==> src/inc/dpcrm_cfg.svh <==
`ifndef DPCRM_CFG_SVH
`define DPCRM_CFG_SVH

// Clock and time bases
`define DPC_CLK_MHZ 250
`define DPC_TICK_MS 100
`define DPC_GATE_MS 1000
`define DPC_PULSE_MS 500
`define DPC_FAST_HZ 8000
`define DPC_SLOW_HZ 30

// Value limits and loop levels in microamps
`define DPC_MAXVAL 16'h270F
`define DPC_UA_LO 16'h0FA0
`define DPC_UA_HI 16'h4E20
`define DPC_RPM_MUL 32'h0000_003C
`define DPC_PPH_MUL 32'h0000_0E10

// Retention store layout; signature value is arbitrary
`define DPC_SIG 16'hA5C3
`define DPC_M_SIG 3'h0
`define DPC_M_CNT0 3'h1
`define DPC_M_STRIDE 3'h2
`define DPC_M_LAST 3'h4

// Global register addresses
`define DPC_A_CTRL 8'h00
`define DPC_A_HOLDOFF 8'h01
`define DPC_A_TRIP 8'h02
`define DPC_A_ZERO 8'h03
`define DPC_A_SPAN 8'h04
`define DPC_A_CMD 8'h05
`define DPC_A_STAT 8'h06
`define DPC_A_DISP 8'h07
`define DPC_A_RATE 8'h08
`define DPC_A_LOOP 8'h09

// Channel blocks and field offsets
`define DPC_CH1 4'h1
`define DPC_CH2 4'h2
`define DPC_F_CFG 4'h0
`define DPC_F_SETP 4'h1
`define DPC_F_UPPER 4'h2
`define DPC_F_LOWER 4'h3
`define DPC_F_DBAND 4'h4
`define DPC_F_DIV 4'h5
`define DPC_F_MULT 4'h6
`define DPC_F_ACLR 4'h7
`define DPC_F_COUNT 4'h8

// Control register fields
`define DPC_C_EDGE 5
`define DPC_C_SLOW 6
`define DPC_C_RETAIN 7
`define DPC_C_LOOP0 8
`define DPC_C_MSG 9
`define DPC_C_CMD_DEF 2

// Channel configuration fields
`define DPC_K_POL 0
`define DPC_K_TIMED 1
`define DPC_K_CLREN 2
`define DPC_K_HOLDEN 3
`define DPC_K_UPEN 4
`define DPC_K_LOEN 5

// Reset values
`define DPC_RST_CTRL 16'h0280
`define DPC_RST_CHCFG 16'h000C
`define DPC_RST_ONE 16'h0001
`define DPC_RST_ZERO 16'h0000
`define DPC_RST_SPAN 16'h03E8

`endif

==> src/inc/dpcrm_pkg.sv <==
package dpcrm_pkg;
	// Function of a relay channel
	typedef enum logic [1:0] {FN_COUNT, FN_REV, FN_HZ, FN_HOURLY} dpcrm_func_e;
	// Retention sequencer
	typedef enum logic [1:0] {MS_RESTORE, MS_IDLE, MS_SAVE} dpcrm_mem_e;
	// Shown value source
	typedef enum logic [2:0] {DS_C1_UP, DS_C1_LEFT, DS_RATE, DS_C2_UP, DS_C2_LEFT} dpcrm_disp_e;
endpackage : dpcrm_pkg

==> src/dpcrm_top.sv <==
// What this block does
// - Counting relay latches at target until cleared
// - Over upper limit trips; recover below minus deadband
// - Under lower limit trips; recover above plus deadband
// - Recovery needs deadband margin, default one
// - Count updates after divider pulses, default one
// - Each divider completion adds multiplier
// - Point position only affects display; max 9999
// - Per-relay polarity make or break
// - Steady or half-second pulse; pulse keeps count
// - Auto clear timer clears count and relay
// - Per-relay clear pin enable, prompt clear
// - Per-relay hold enable keeps trip held
// - Relay 2 role only if relay 1 counts
// - Cascade counts relay 1 target hits
// - Monitoring waits for power-up hold-off
// - Fault must persist trip delay first
// - Fault flags shown unless messages disabled
// - Counts and divider progress saved and resumed
// - Full speed or debounced input filter
// - Count on closure or opening edge
// - Counting continues whatever is shown
// - Loop maps relay 1 value to 4/0-20 mA
// - Hold release restarts hold-off
// - Rate relay 1 forces relay 2 same rate
//
// Added by the designer: the register offsets and the plain strobed port.
`timescale 1ns/1ps
`include "dpcrm_cfg.svh"
module dpcrm_top import dpcrm_pkg::*; #(
	parameter int unsigned TICK_CYC = `DPC_TICK_MS * 1000 * `DPC_CLK_MHZ,
	parameter int unsigned GATE_CYC = `DPC_GATE_MS * 1000 * `DPC_CLK_MHZ,
	parameter int unsigned FAST_CYC =
		(`DPC_CLK_MHZ * 1000000 + 2 * `DPC_FAST_HZ - 1) / (2 * `DPC_FAST_HZ),
	parameter int unsigned SLOW_CYC =
		(`DPC_CLK_MHZ * 1000000 + 2 * `DPC_SLOW_HZ - 1) / (2 * `DPC_SLOW_HZ)
) (
	// Clock and reset
	input wire logic clk,
	input wire logic reset_n,
	// Field pins
	input wire logic contact_closed,
	input wire logic clear_pin,
	input wire logic power_fail,
	// Register port
	input wire logic [7:0] reg_addr,
	input wire logic [15:0] reg_wdata,
	input wire logic reg_wr,
	input wire logic reg_rd,
	output logic [15:0] reg_rdata,
	// Outputs
	output logic relay1,
	output logic relay2,
	output logic [15:0] loop_ua
);
	localparam logic [15:0] PULSE_TICKS = 16'(`DPC_PULSE_MS / `DPC_TICK_MS);

	// Clamp to the largest showable value
	function automatic logic [15:0] clamp(input logic [31:0] v);
		return (v > {16'h0000, `DPC_MAXVAL}) ? `DPC_MAXVAL : v[15:0];
	endfunction : clamp

	// Saturating add
	function automatic logic [15:0] sat_add(input logic [15:0] a, input logic [15:0] b);
		return clamp({16'h0000, a} + {16'h0000, b});
	endfunction : sat_add

	// Rate in the unit of the selected function
	function automatic logic [15:0] rate_of(input dpcrm_func_e k, input logic [15:0] hz);
		case (k)
			FN_REV: return clamp({16'h0000, hz} * `DPC_RPM_MUL);
			FN_HOURLY: return clamp({16'h0000, hz} * `DPC_PPH_MUL);
			default: return clamp({16'h0000, hz});
		endcase
	endfunction : rate_of

	// Global settings
	logic [15:0] ctrl, holdoff_t, trip_t, loop_zero, loop_span;
	// Per-channel settings
	logic [15:0] ch_cfg [2];
	logic [15:0] setp [2];
	logic [15:0] upper [2];
	logic [15:0] lower [2];
	logic [15:0] dband [2];
	logic [15:0] divr [2];
	logic [15:0] mult [2];
	logic [15:0] aclr [2];
	// Per-channel state
	logic [15:0] count [2];
	logic [15:0] divp [2];
	logic [15:0] val [2];
	logic [1:0] hit, hit_q, hit_ev, is_rate, tripped, trip_hi, trip_lo, next_relay;
	logic [5:0] flags;
	// Shared state
	logic cfg_rst, rate1, cascade2, pulse_ev, clr_rise, hold_fall, tick, monitor_on;
	logic filt, filt_q, clr_q, pf_q, restore_ok;
	logic [31:0] filt_cnt, tick_cnt, gate_cnt;
	logic [15:0] gate_pulses, rate_hz, ho_cnt, disp, mem_wdata, mem_rdata;
	logic [15:0] next_disp, next_loop;
	dpcrm_func_e kind [2];
	dpcrm_mem_e mstate;
	logic [2:0] midx;

	// Factory restore acts like reset on settings only
	assign cfg_rst = !reset_n || (reg_wr && reg_addr == `DPC_A_CMD &&
		reg_wdata[`DPC_C_CMD_DEF]);

	// Mode decode; relay 2 is free only while relay 1 counts
	assign kind[0] = dpcrm_func_e'(ctrl[1:0]);
	assign rate1 = kind[0] != FN_COUNT;
	assign cascade2 = !rate1 && ctrl[4:2] == 3'h1;
	assign is_rate[0] = rate1;
	assign is_rate[1] = rate1 || (ctrl[4:2] >= 3'h2 && ctrl[4:2] <= 3'h4);
	assign kind[1] = rate1 ? kind[0] : dpcrm_func_e'(2'(ctrl[4:2] - 3'h1));

	// Global settings write; decimal point bits only feed the display
	always_ff @(posedge clk) begin
		if (cfg_rst) begin
			ctrl <= `DPC_RST_CTRL;
			holdoff_t <= `DPC_RST_ZERO;
			trip_t <= `DPC_RST_ZERO;
			loop_zero <= `DPC_RST_ZERO;
			loop_span <= `DPC_RST_SPAN;
		end else if (reg_wr) begin
			case (reg_addr)
				`DPC_A_CTRL: ctrl <= reg_wdata;
				`DPC_A_HOLDOFF: holdoff_t <= reg_wdata;
				`DPC_A_TRIP: trip_t <= reg_wdata;
				`DPC_A_ZERO: loop_zero <= reg_wdata;
				`DPC_A_SPAN: loop_span <= reg_wdata;
				default: ;
			endcase
		end
	end

	// Input filter: a level must stand the filter time to be taken
	always_ff @(posedge clk) begin
		if (!reset_n) begin
			filt <= 1'b0;
			filt_cnt <= 32'h0000_0000;
		end else if (contact_closed == filt) begin
			filt_cnt <= 32'h0000_0000;
		end else if (filt_cnt >= (ctrl[`DPC_C_SLOW] ? SLOW_CYC : FAST_CYC) - 1) begin
			filt <= contact_closed;
			filt_cnt <= 32'h0000_0000;
		end else begin
			filt_cnt <= filt_cnt + 32'h0000_0001;
		end
	end

	// Edge history of the pins
	always_ff @(posedge clk) begin
		if (!reset_n) begin
			filt_q <= 1'b0;
			clr_q <= 1'b0;
			pf_q <= 1'b0;
			hit_q <= 2'b00;
		end else begin
			filt_q <= filt;
			clr_q <= clear_pin;
			pf_q <= power_fail;
			hit_q <= hit;
		end
	end

	assign pulse_ev = ctrl[`DPC_C_EDGE] ? (filt_q && !filt) : (!filt_q && filt);
	assign clr_rise = clear_pin && !clr_q;
	assign hold_fall = !clear_pin && clr_q;
	assign hit_ev = hit & ~hit_q;

	// Tenth-second tick for all timers
	always_ff @(posedge clk) begin
		if (!reset_n || tick_cnt >= TICK_CYC - 1) begin
			tick_cnt <= 32'h0000_0000;
		end else begin
			tick_cnt <= tick_cnt + 32'h0000_0001;
		end
	end
	assign tick = tick_cnt >= TICK_CYC - 1;

	// One-second gate gives pulses per second
	always_ff @(posedge clk) begin
		if (!reset_n) begin
			gate_cnt <= 32'h0000_0000;
			gate_pulses <= 16'h0000;
			rate_hz <= 16'h0000;
		end else if (gate_cnt >= GATE_CYC - 1) begin
			gate_cnt <= 32'h0000_0000;
			gate_pulses <= 16'h0000;
			rate_hz <= gate_pulses;
		end else begin
			gate_cnt <= gate_cnt + 32'h0000_0001;
			if (pulse_ev) begin
				gate_pulses <= sat_add(gate_pulses, `DPC_RST_ONE);
			end
		end
	end

	// Hold-off after power-up and after each hold release
	always_ff @(posedge clk) begin
		if (!reset_n || (hold_fall &&
			(ch_cfg[0][`DPC_K_HOLDEN] || ch_cfg[1][`DPC_K_HOLDEN]))) begin
			ho_cnt <= 16'h0000;
		end else if (tick && ho_cnt < holdoff_t) begin
			ho_cnt <= ho_cnt + 16'h0001;
		end
	end
	assign monitor_on = ho_cnt >= holdoff_t;

	// Retention sequencer: restore after reset, save on power fail
	always_ff @(posedge clk) begin
		if (!reset_n) begin
			mstate <= MS_RESTORE;
			midx <= 3'h0;
			restore_ok <= 1'b0;
		end else begin
			case (mstate)
				MS_RESTORE: begin
					midx <= midx + 3'h1;
					if (midx == `DPC_M_SIG + 3'h1) begin
						restore_ok <= ctrl[`DPC_C_RETAIN] && mem_rdata == `DPC_SIG;
					end
					if (midx == `DPC_M_LAST + 3'h1) begin
						mstate <= MS_IDLE;
					end
				end
				MS_IDLE: begin
					midx <= 3'h0;
					if (power_fail && !pf_q && ctrl[`DPC_C_RETAIN]) begin
						mstate <= MS_SAVE;
					end
				end
				MS_SAVE: begin
					midx <= midx + 3'h1;
					if (midx == `DPC_M_LAST) begin
						mstate <= MS_IDLE;
					end
				end
				default: mstate <= MS_IDLE;
			endcase
		end
	end

	// Word written at each save step
	always_comb begin
		case (midx)
			`DPC_M_SIG: mem_wdata = `DPC_SIG;
			`DPC_M_CNT0: mem_wdata = count[0];
			`DPC_M_CNT0 + 3'h1: mem_wdata = divp[0];
			`DPC_M_CNT0 + `DPC_M_STRIDE: mem_wdata = count[1];
			default: mem_wdata = divp[1];
		endcase
	end

	dpcrm_keep_mem u_keep (
		.clk(clk),
		.we(mstate == MS_SAVE),
		.waddr(midx),
		.wdata(mem_wdata),
		.raddr(midx),
		.rdata(mem_rdata)
	);

	for (genvar c = 0; c < 2; c++) begin : g_ch
		logic sel, inc_ev, clr_ev, ac_done, pulse_on, over, under, hold_act, recov;
		logic ld_cnt, ld_div;
		logic [15:0] pulse_cnt, ac_cnt, td_cnt, div_lim;
		assign sel = reg_addr[7:4] == ((c == 0) ? `DPC_CH1 : `DPC_CH2);

		// Channel settings write
		always_ff @(posedge clk) begin
			if (cfg_rst) begin
				ch_cfg[c] <= `DPC_RST_CHCFG;
				setp[c] <= `DPC_RST_ONE;
				upper[c] <= `DPC_RST_ZERO;
				lower[c] <= `DPC_RST_ZERO;
				dband[c] <= `DPC_RST_ONE;
				divr[c] <= `DPC_RST_ONE;
				mult[c] <= `DPC_RST_ONE;
				aclr[c] <= `DPC_RST_ZERO;
			end else if (reg_wr && sel) begin
				case (reg_addr[3:0])
					`DPC_F_CFG: ch_cfg[c] <= reg_wdata;
					`DPC_F_SETP: setp[c] <= reg_wdata;
					`DPC_F_UPPER: upper[c] <= reg_wdata;
					`DPC_F_LOWER: lower[c] <= reg_wdata;
					`DPC_F_DBAND: dband[c] <= reg_wdata;
					`DPC_F_DIV: divr[c] <= reg_wdata;
					`DPC_F_MULT: mult[c] <= reg_wdata;
					`DPC_F_ACLR: aclr[c] <= reg_wdata;
					default: ;
				endcase
			end
		end

		// Event sources; cascade takes relay 1 target hits
		assign inc_ev = !is_rate[c] && ((c == 1 && cascade2) ? hit_ev[0] : pulse_ev);
		assign clr_ev = (clr_rise && ch_cfg[c][`DPC_K_CLREN] && !is_rate[c]) ||
			ac_done ||
			(reg_wr && reg_addr == `DPC_A_CMD && reg_wdata[c]);
		assign div_lim = (divr[c] == 16'h0000) ? 16'h0000 : divr[c] - 16'h0001;
		assign ld_cnt = mstate == MS_RESTORE && restore_ok &&
			midx == `DPC_M_CNT0 + 3'(c) * `DPC_M_STRIDE + 3'h1;
		assign ld_div = mstate == MS_RESTORE && restore_ok &&
			midx == `DPC_M_CNT0 + 3'(c) * `DPC_M_STRIDE + 3'h2;

		// Main count with divider and multiplier, runs whatever is shown
		always_ff @(posedge clk) begin
			if (!reset_n) begin
				count[c] <= 16'h0000;
				divp[c] <= 16'h0000;
			end else if (ld_cnt || ld_div) begin
				if (ld_cnt) begin
					count[c] <= mem_rdata;
				end else begin
					divp[c] <= mem_rdata;
				end
			end else if (clr_ev) begin
				count[c] <= 16'h0000;
				divp[c] <= 16'h0000;
			end else if (inc_ev) begin
				if (divp[c] >= div_lim) begin
					divp[c] <= 16'h0000;
					count[c] <= sat_add(count[c], mult[c]);
				end else begin
					divp[c] <= divp[c] + 16'h0001;
				end
			end
		end

		// Target latch holds until a clear
		always_ff @(posedge clk) begin
			if (!reset_n || clr_ev || is_rate[c]) begin
				hit[c] <= 1'b0;
			end else if (count[c] >= setp[c]) begin
				hit[c] <= 1'b1;
			end
		end

		// Half-second output pulse; it never clears the count
		always_ff @(posedge clk) begin
			if (!reset_n || clr_ev) begin
				pulse_cnt <= 16'h0000;
			end else if (hit_ev[c]) begin
				pulse_cnt <= PULSE_TICKS;
			end else if (tick && pulse_on) begin
				pulse_cnt <= pulse_cnt - 16'h0001;
			end
		end
		assign pulse_on = pulse_cnt != 16'h0000;

		// Auto clear after the programmed time from the target
		always_ff @(posedge clk) begin
			if (!reset_n || !hit[c]) begin
				ac_cnt <= 16'h0000;
				ac_done <= 1'b0;
			end else begin
				if (tick && ac_cnt < aclr[c]) begin
					ac_cnt <= ac_cnt + 16'h0001;
				end
				ac_done <= aclr[c] != 16'h0000 && ac_cnt >= aclr[c];
			end
		end

		// Window comparison with deadband
		assign val[c] = rate_of(kind[c], rate_hz);
		assign over = ch_cfg[c][`DPC_K_UPEN] && val[c] > upper[c];
		assign under = ch_cfg[c][`DPC_K_LOEN] && val[c] < lower[c];
		assign hold_act = clear_pin && ch_cfg[c][`DPC_K_HOLDEN];
		assign recov = (!trip_hi[c] || {1'b0, val[c]} + {1'b0, dband[c]} < {1'b0, upper[c]}) &&
			(!trip_lo[c] || {1'b0, val[c]} > {1'b0, lower[c]} + {1'b0, dband[c]});

		// Trip state: delayed fault entry, held recovery
		always_ff @(posedge clk) begin
			if (!reset_n || !is_rate[c]) begin
				tripped[c] <= 1'b0;
				trip_hi[c] <= 1'b0;
				trip_lo[c] <= 1'b0;
				td_cnt <= 16'h0000;
			end else if (!tripped[c]) begin
				if (monitor_on && (over || under)) begin
					if (td_cnt >= trip_t) begin
						tripped[c] <= 1'b1;
						trip_hi[c] <= over;
						trip_lo[c] <= under;
					end else if (tick) begin
						td_cnt <= td_cnt + 16'h0001;
					end
				end else begin
					td_cnt <= 16'h0000;
				end
			end else if (!hold_act && recov) begin
				tripped[c] <= 1'b0;
				trip_hi[c] <= 1'b0;
				trip_lo[c] <= 1'b0;
				td_cnt <= 16'h0000;
			end
		end

		// Relay drive with polarity
		assign next_relay[c] = ch_cfg[c][`DPC_K_POL] ^ (is_rate[c] ? !tripped[c] :
			(ch_cfg[c][`DPC_K_TIMED] ? pulse_on : hit[c]));
		assign flags[3 * c +: 3] = {tripped[c] && hold_act, trip_lo[c], trip_hi[c]} &
			{3{ctrl[`DPC_C_MSG]}};
	end

	// Relay outputs straight from flops
	always_ff @(posedge clk) begin
		if (!reset_n) begin
			relay1 <= 1'b0;
			relay2 <= 1'b0;
		end else begin
			relay1 <= next_relay[0];
			relay2 <= next_relay[1];
		end
	end

	// Loop value: zero maps to low level, zero plus span to 20 mA
	always_comb begin
		logic [15:0] lo, d;
		lo = ctrl[`DPC_C_LOOP0] ? 16'h0000 : `DPC_UA_LO;
		d = 16'h0000;
		if (is_rate[0] ? val[0] <= loop_zero : count[0] <= loop_zero) begin
			next_loop = lo;
		end else begin
			d = (is_rate[0] ? val[0] : count[0]) - loop_zero;
			if (d >= loop_span) begin
				next_loop = `DPC_UA_HI;
			end else begin
				next_loop = lo + 16'(({16'h0000, d} * {16'h0000, `DPC_UA_HI - lo}) /
					{16'h0000, loop_span});
			end
		end
	end

	// Shown value; remaining counts go negative past the target
	always_comb begin
		case (dpcrm_disp_e'(ctrl[12:10]))
			DS_C1_LEFT: next_disp = setp[0] - count[0];
			DS_RATE: next_disp = is_rate[1] ? val[1] : val[0];
			DS_C2_UP: next_disp = count[1];
			DS_C2_LEFT: next_disp = setp[1] - count[1];
			default: next_disp = count[0];
		endcase
	end

	// Display and loop registers
	always_ff @(posedge clk) begin
		if (!reset_n) begin
			disp <= 16'h0000;
			loop_ua <= `DPC_UA_LO;
		end else begin
			disp <= next_disp;
			loop_ua <= next_loop;
		end
	end

	// Register read, data one cycle after the strobe
	always_ff @(posedge clk) begin
		if (!reset_n || !reg_rd) begin
			reg_rdata <= 16'h0000;
		end else if (reg_addr[7:4] == `DPC_CH1 || reg_addr[7:4] == `DPC_CH2) begin
			case (reg_addr[3:0])
				`DPC_F_CFG: reg_rdata <= ch_cfg[reg_addr[5]];
				`DPC_F_SETP: reg_rdata <= setp[reg_addr[5]];
				`DPC_F_UPPER: reg_rdata <= upper[reg_addr[5]];
				`DPC_F_LOWER: reg_rdata <= lower[reg_addr[5]];
				`DPC_F_DBAND: reg_rdata <= dband[reg_addr[5]];
				`DPC_F_DIV: reg_rdata <= divr[reg_addr[5]];
				`DPC_F_MULT: reg_rdata <= mult[reg_addr[5]];
				`DPC_F_ACLR: reg_rdata <= aclr[reg_addr[5]];
				`DPC_F_COUNT: reg_rdata <= count[reg_addr[5]];
				default: reg_rdata <= 16'h0000;
			endcase
		end else begin
			case (reg_addr)
				`DPC_A_CTRL: reg_rdata <= ctrl;
				`DPC_A_HOLDOFF: reg_rdata <= holdoff_t;
				`DPC_A_TRIP: reg_rdata <= trip_t;
				`DPC_A_ZERO: reg_rdata <= loop_zero;
				`DPC_A_SPAN: reg_rdata <= loop_span;
				`DPC_A_STAT: reg_rdata <= {7'h00, relay2, relay1, monitor_on, flags};
				`DPC_A_DISP: reg_rdata <= disp;
				`DPC_A_RATE: reg_rdata <= rate_hz;
				`DPC_A_LOOP: reg_rdata <= loop_ua;
				default: reg_rdata <= 16'h0000;
			endcase
		end
	end
endmodule : dpcrm_top

==> src/dpcrm_keep_mem.sv <==
`timescale 1ns/1ps
`include "dpcrm_cfg.svh"
module dpcrm_keep_mem (
	// Clock
	input wire logic clk,
	// Write port
	input wire logic we,
	input wire logic [2:0] waddr,
	input wire logic [15:0] wdata,
	// Read port
	input wire logic [2:0] raddr,
	output logic [15:0] rdata
);
	// Storage is not reset: it stands for the non-volatile save area
	logic [15:0] mem [`DPC_M_LAST + 3'h1];

	// Write side
	always_ff @(posedge clk) begin
		if (we) begin
			mem[waddr] <= wdata;
		end
	end

	// Registered read, one cycle late
	always_ff @(posedge clk) begin
		rdata <= mem[raddr];
	end
endmodule : dpcrm_keep_mem

==> config.mk <==
export PLATFORM = sky130hd
export DESIGN_NAME = dpcrm_top
export DESIGN_NICKNAME = d
export VERILOG_FILES = /design/src/inc/dpcrm_pkg.sv /design/src/dpcrm_top.sv /design/src/dpcrm_keep_mem.sv
export VERILOG_INCLUDE_DIRS = /design/src /design/src/inc
export SDC_FILE = /design/constraint.sdc
export NUM_CORES = 2
export LEC_CHECK = 0
export BUFFER_PORTS_ARGS = -buffer_cell sky130_fd_sc_hd__buf_2
export CAP_MARGIN = 20
export CORE_ASPECT_RATIO = 2
export CORE_UTILIZATION = 45
export CTS_CLUSTER_SIZE = 16
export DETAILED_ROUTE_END_ITERATION = 8
export REMOVE_ABC_BUFFERS = 1
export SETUP_SLACK_MARGIN = 0.2
export SLEW_MARGIN = 20
export SYNTH_ARGS = -nofsm -noshare
export SYNTH_HDL_FRONTEND = slang
export SYNTH_SLANG_ARGS = --single-unit
==> constraint.sdc <==
create_clock -name clk -period 120.6 [get_ports clk]
set_clock_uncertainty 0.1 [all_clocks]
set_input_delay 12.06 -clock clk [delete_from_list [all_inputs] [get_ports clk]]
set_output_delay 12.06 -clock clk [all_outputs]
set_load 0.02 [all_outputs]
==> summary.txt <==
Outcome
  • Status: finished, final reports clean

CTS
  • CTS tree: built
  • CTS Buf Count: 77
  • Hold-fix buffers, CTS: 0
  • Clock root cell: clkbuf_16
  • Reg clk slew, reported paths: around 0.070 ns
  • Htree depth: 3
  • Later-pin clock latency in the skew report: 0.73 ns
  • CTS max path bufs: 3
  • CTS sink cnt: 808

Drt
  • DRC Markers: 0
  • Total length of routed wires: 345,000 microns
  • Routed via count: 76,200
  • TritonRoute pass-1 iters: 8
  • Vias/cell: ~6.3
  • Antenna Nets Post-Route: 0
  • Initial DRC count: between 5,000 and 6,000
  • DR WL/cell: 28.4 microns

Hold path
  • Min-Delay Endpoint: u_keep.rdata[1]
  • HP Start: u_keep.mem[4][1]
  • Type of the tightest min-delay check: reg -> reg
  • Number of cells on the worst hold path: 2

STA
  • Post-Route Setup TNS: 0 ns
  • Final Hold Fails: 0
  • RSZ-0062 raised after global routing: false
  • Slew headroom: about 14%
  • Final Critical Period: 111.76 ns
  • Pins Over Slew Limit: 0
  • Slew @ Worst Pin: between 1 and 1.5 ns
  • Fmax: 8.95 MHz
  • Setup violators final: 0
  • Final Cycle Share: 92.7%

Cells and area
  • Max reg flops: 80
  • Design area: 86,800 sq um
  • Layout cell share with drive strength beyond 1: 7.00%
  • Largest Register: u_keep.mem
  • Layout Nets: 10,900
  • Area grow syn2layout: 8.10%

Setup path
  • CP dominant cell by count: o21a_1
  • R2r endpoint: loop_ua[0]
  • Worst R2R Path Depth: 479
  • Crit path max-delay family: compound AO/OA/AOI/OAI gates
  • WP buf/inv: 32
  • CP Capture Type: flop
  • Critical path's slowest cell: or3_1
  • Worst path arrival time: 112.23 ns
  • Worst Setup Path Type: reg -> reg
  • CP max FO: 45
  • Startpoint of the worst register-to-register path: rate_hz[3]
  • CP max stage delay: 0.68 ns
  • Crit path required time: 121.07 ns
  • CP startpoint kind: flop
  • Reg2reg setup slack: approximately 8.8 ns

Synth
  • Simple-gate share of the synthesized area: 20.6%
  • Synth Instances: 9,687
  • Largest family of logic cells by synthesized area: compound AO/OA/AOI/OAI gates
  • Ys flop type: dfxtp_1
  • Adder-Cell Fraction of Synth Area: roughly a fifth
  • Async set or reset register ratio after synthesis: 0%
  • Synth Area in Compound Gates: between 20% and 30%
  • Mean Syn Cell Area: 8.29 sq um
  • Mapped Area: about 80,000 sq um
  • Ys Warns: 0
  • Synthesized flop and latch total: roughly 810
  • Mux cell area share after synthesis: 3.08%
  • Xor-xnor portion of the synthesized cell area: 5.72%
  • Seq/Total Area, Yosys: 25.1%
  • Unique masters post-synth: 129
  • Post-synth EDFFs: 400

Floorplan
  • Die Span Y: 600 microns
  • Io pins: between 60 and 70
  • Initial Utilization: between 40% and 50%
  • FP Rows: 219
  • Core Area: 178,000 sq um
  • Chip width: about 300 microns
  • Die area: between 150,000 and 200,000 sq um

Run
  • Max Cap Viol: 0

Placement
  • DP HPWL: 273,000 microns
  • GPL Wtd Cong: 1.07
  • Placed cell areas: around 84,000 sq um
  • Port bufs: 64

Global route
  • Vias in the first global route: 76,000
  • Overflow after GRT: 0
  • First-pass GRT wire length: 496,000 microns
  • Global Route Usage Sum: a little under two fifths
  • Initial antenna violation count: 49
  • Pin count of the biggest net entering global routing: 73
[timing repair]
| item | 4_1_cts | 5_1_grt |
|---|---|---|
| endpoints found under the setup margin | 0 | 2 |
| gates resized for setup | 0 | 17 |
| setup buffers | 0 | 0 |
[tightest hold or removal path: cells and delay by family (launching register included)]
family / cells / cell delay [ns]
DFF: 1 / 0.32
and+or+nand+nor: 2 / 0.10
[per-layer routing]
| metal | routed length [microns] | part of all wire [%] | up-vias | GRT usage (%) |
|---|---|---|---|---|
| met3 | 21200 | 6.1 | 1429 | 7.36 |
| met4 | 42500 | 12 | 14 | 39.6 |
| li1 | - | - | 35200 | - |
| met1 | 108000 | 31 | 36400 | 34.0 |
| met2 | 173000 | 50 | 3177 | 67.9 |
| met5 | 77 | 0.022 | - | 0 |
[synthesized netlist by cell type, types with 125 or more instances]
cell,n,area share [%]
dfxtp_1,408,10
nor2_1,849,4.0
a21o_1,179,1.7
o21a_1,244,2.3
mux2i_1,129,1.6
nand3_1,206,1.3
xor2_1,210,2.3
clkbuf_1,269,1.3
o21ai_0,481,3.0
fa_1,125,3.1
nand2b_1,179,1.4
inv_1,674,3.1
edfxtp_1,400,15
xnor2_1,313,3.4
nor3_1,273,1.7
ha_1,1045,16
and2_1,312,2.4
nor2b_1,149,1.2
a21oi_1,738,4.6
nand2_1,792,3.7
[metrics by stage]
step | hold WS (ns) | cells | worst slack [ns] | util, %
2_1_floorplan | 0.312 | 9392 | 15.66 | -
3_3_place_gp | 0.322 | 12000 | 9.10 | 47.3
3_5_place_dp | 0.331 | 12000 | 7.36 | 47.3
4_1_cts | 0.347 | 12100 | 6.95 | 48.8
5_1_grt | 0.374 | 12100 | 0.338 | 48.9
6_report | 0.338 | 12100 | 8.84 | 48.9
[area by class of cell]
| class | instances | area, sq um |
|---|---|---|
| multi-input combinational | 7905 | 56800 |
| sequential | 808 | 20200 |
| timing repair buffer | 248 | 1710 |
| clock inverter | 50 | 597 |
| antenna | 28 | 70.1 |
| fill | 17200 | 90700 |
| inverter | 680 | 2550 |
| tap | 2320 | 2900 |
| clock buffer | 93 | 2060 |
[cell usage in the layout, fill, tap and decap left out, drive strengths merged, types with 30 or more instances in the layout]
cell type and count:
nand3 208, o21a 244, dfxtp 408, a31oi 75, nand2b 179, or2 73
nor2b 150, a21oi 741, fa 125, a221oi 56, nor4 72, o211ai 56
nand4 125, nand2 793, xor2 211, o31ai 117, nor3 278, a22o 38
or3 96, clkbuf 93, inv 683, ha 1045, a211oi 59, nor2 851
o22ai 63, mux2i 129, xnor2 313, o21ai 514, conb 33, and2 313
and3 79, o21bai 87, mux2 95, a21o 179, clkinv 30, buf 248
edfxtp 400, a22oi 73
[worst max path at each step]
stage / from / endpoint / slack [ns] / cells after the start
global route: rate_hz[2] / loop_ua[0] / 0.34 / 488
detailed placement: rate_hz[3] / loop_ua[0] / 7.36 / 480
floorplan: rate_hz[3] / loop_ua[0] / 15.66 / 470
finish: rate_hz[3] / loop_ua[0] / 8.84 / 479
global placement: rate_hz[3] / loop_ua[0] / 9.10 / 485
CTS: rate_hz[3] / loop_ua[0] / 6.95 / 484
[cells by family after synthesis]
kind of cell / Yosys count
DFF: 808
buffers and inverters: 1006
adders and majority gates: 1170
other: 2
xor gates and xnor gates: 524
muxes: 229
AOI/OAI and AO/OA: 2612
and+or+nand+nor: 3336
Power is not shown: default switching activity piles up to over one toggle a cycle in this logic, so the estimate is an artifact.
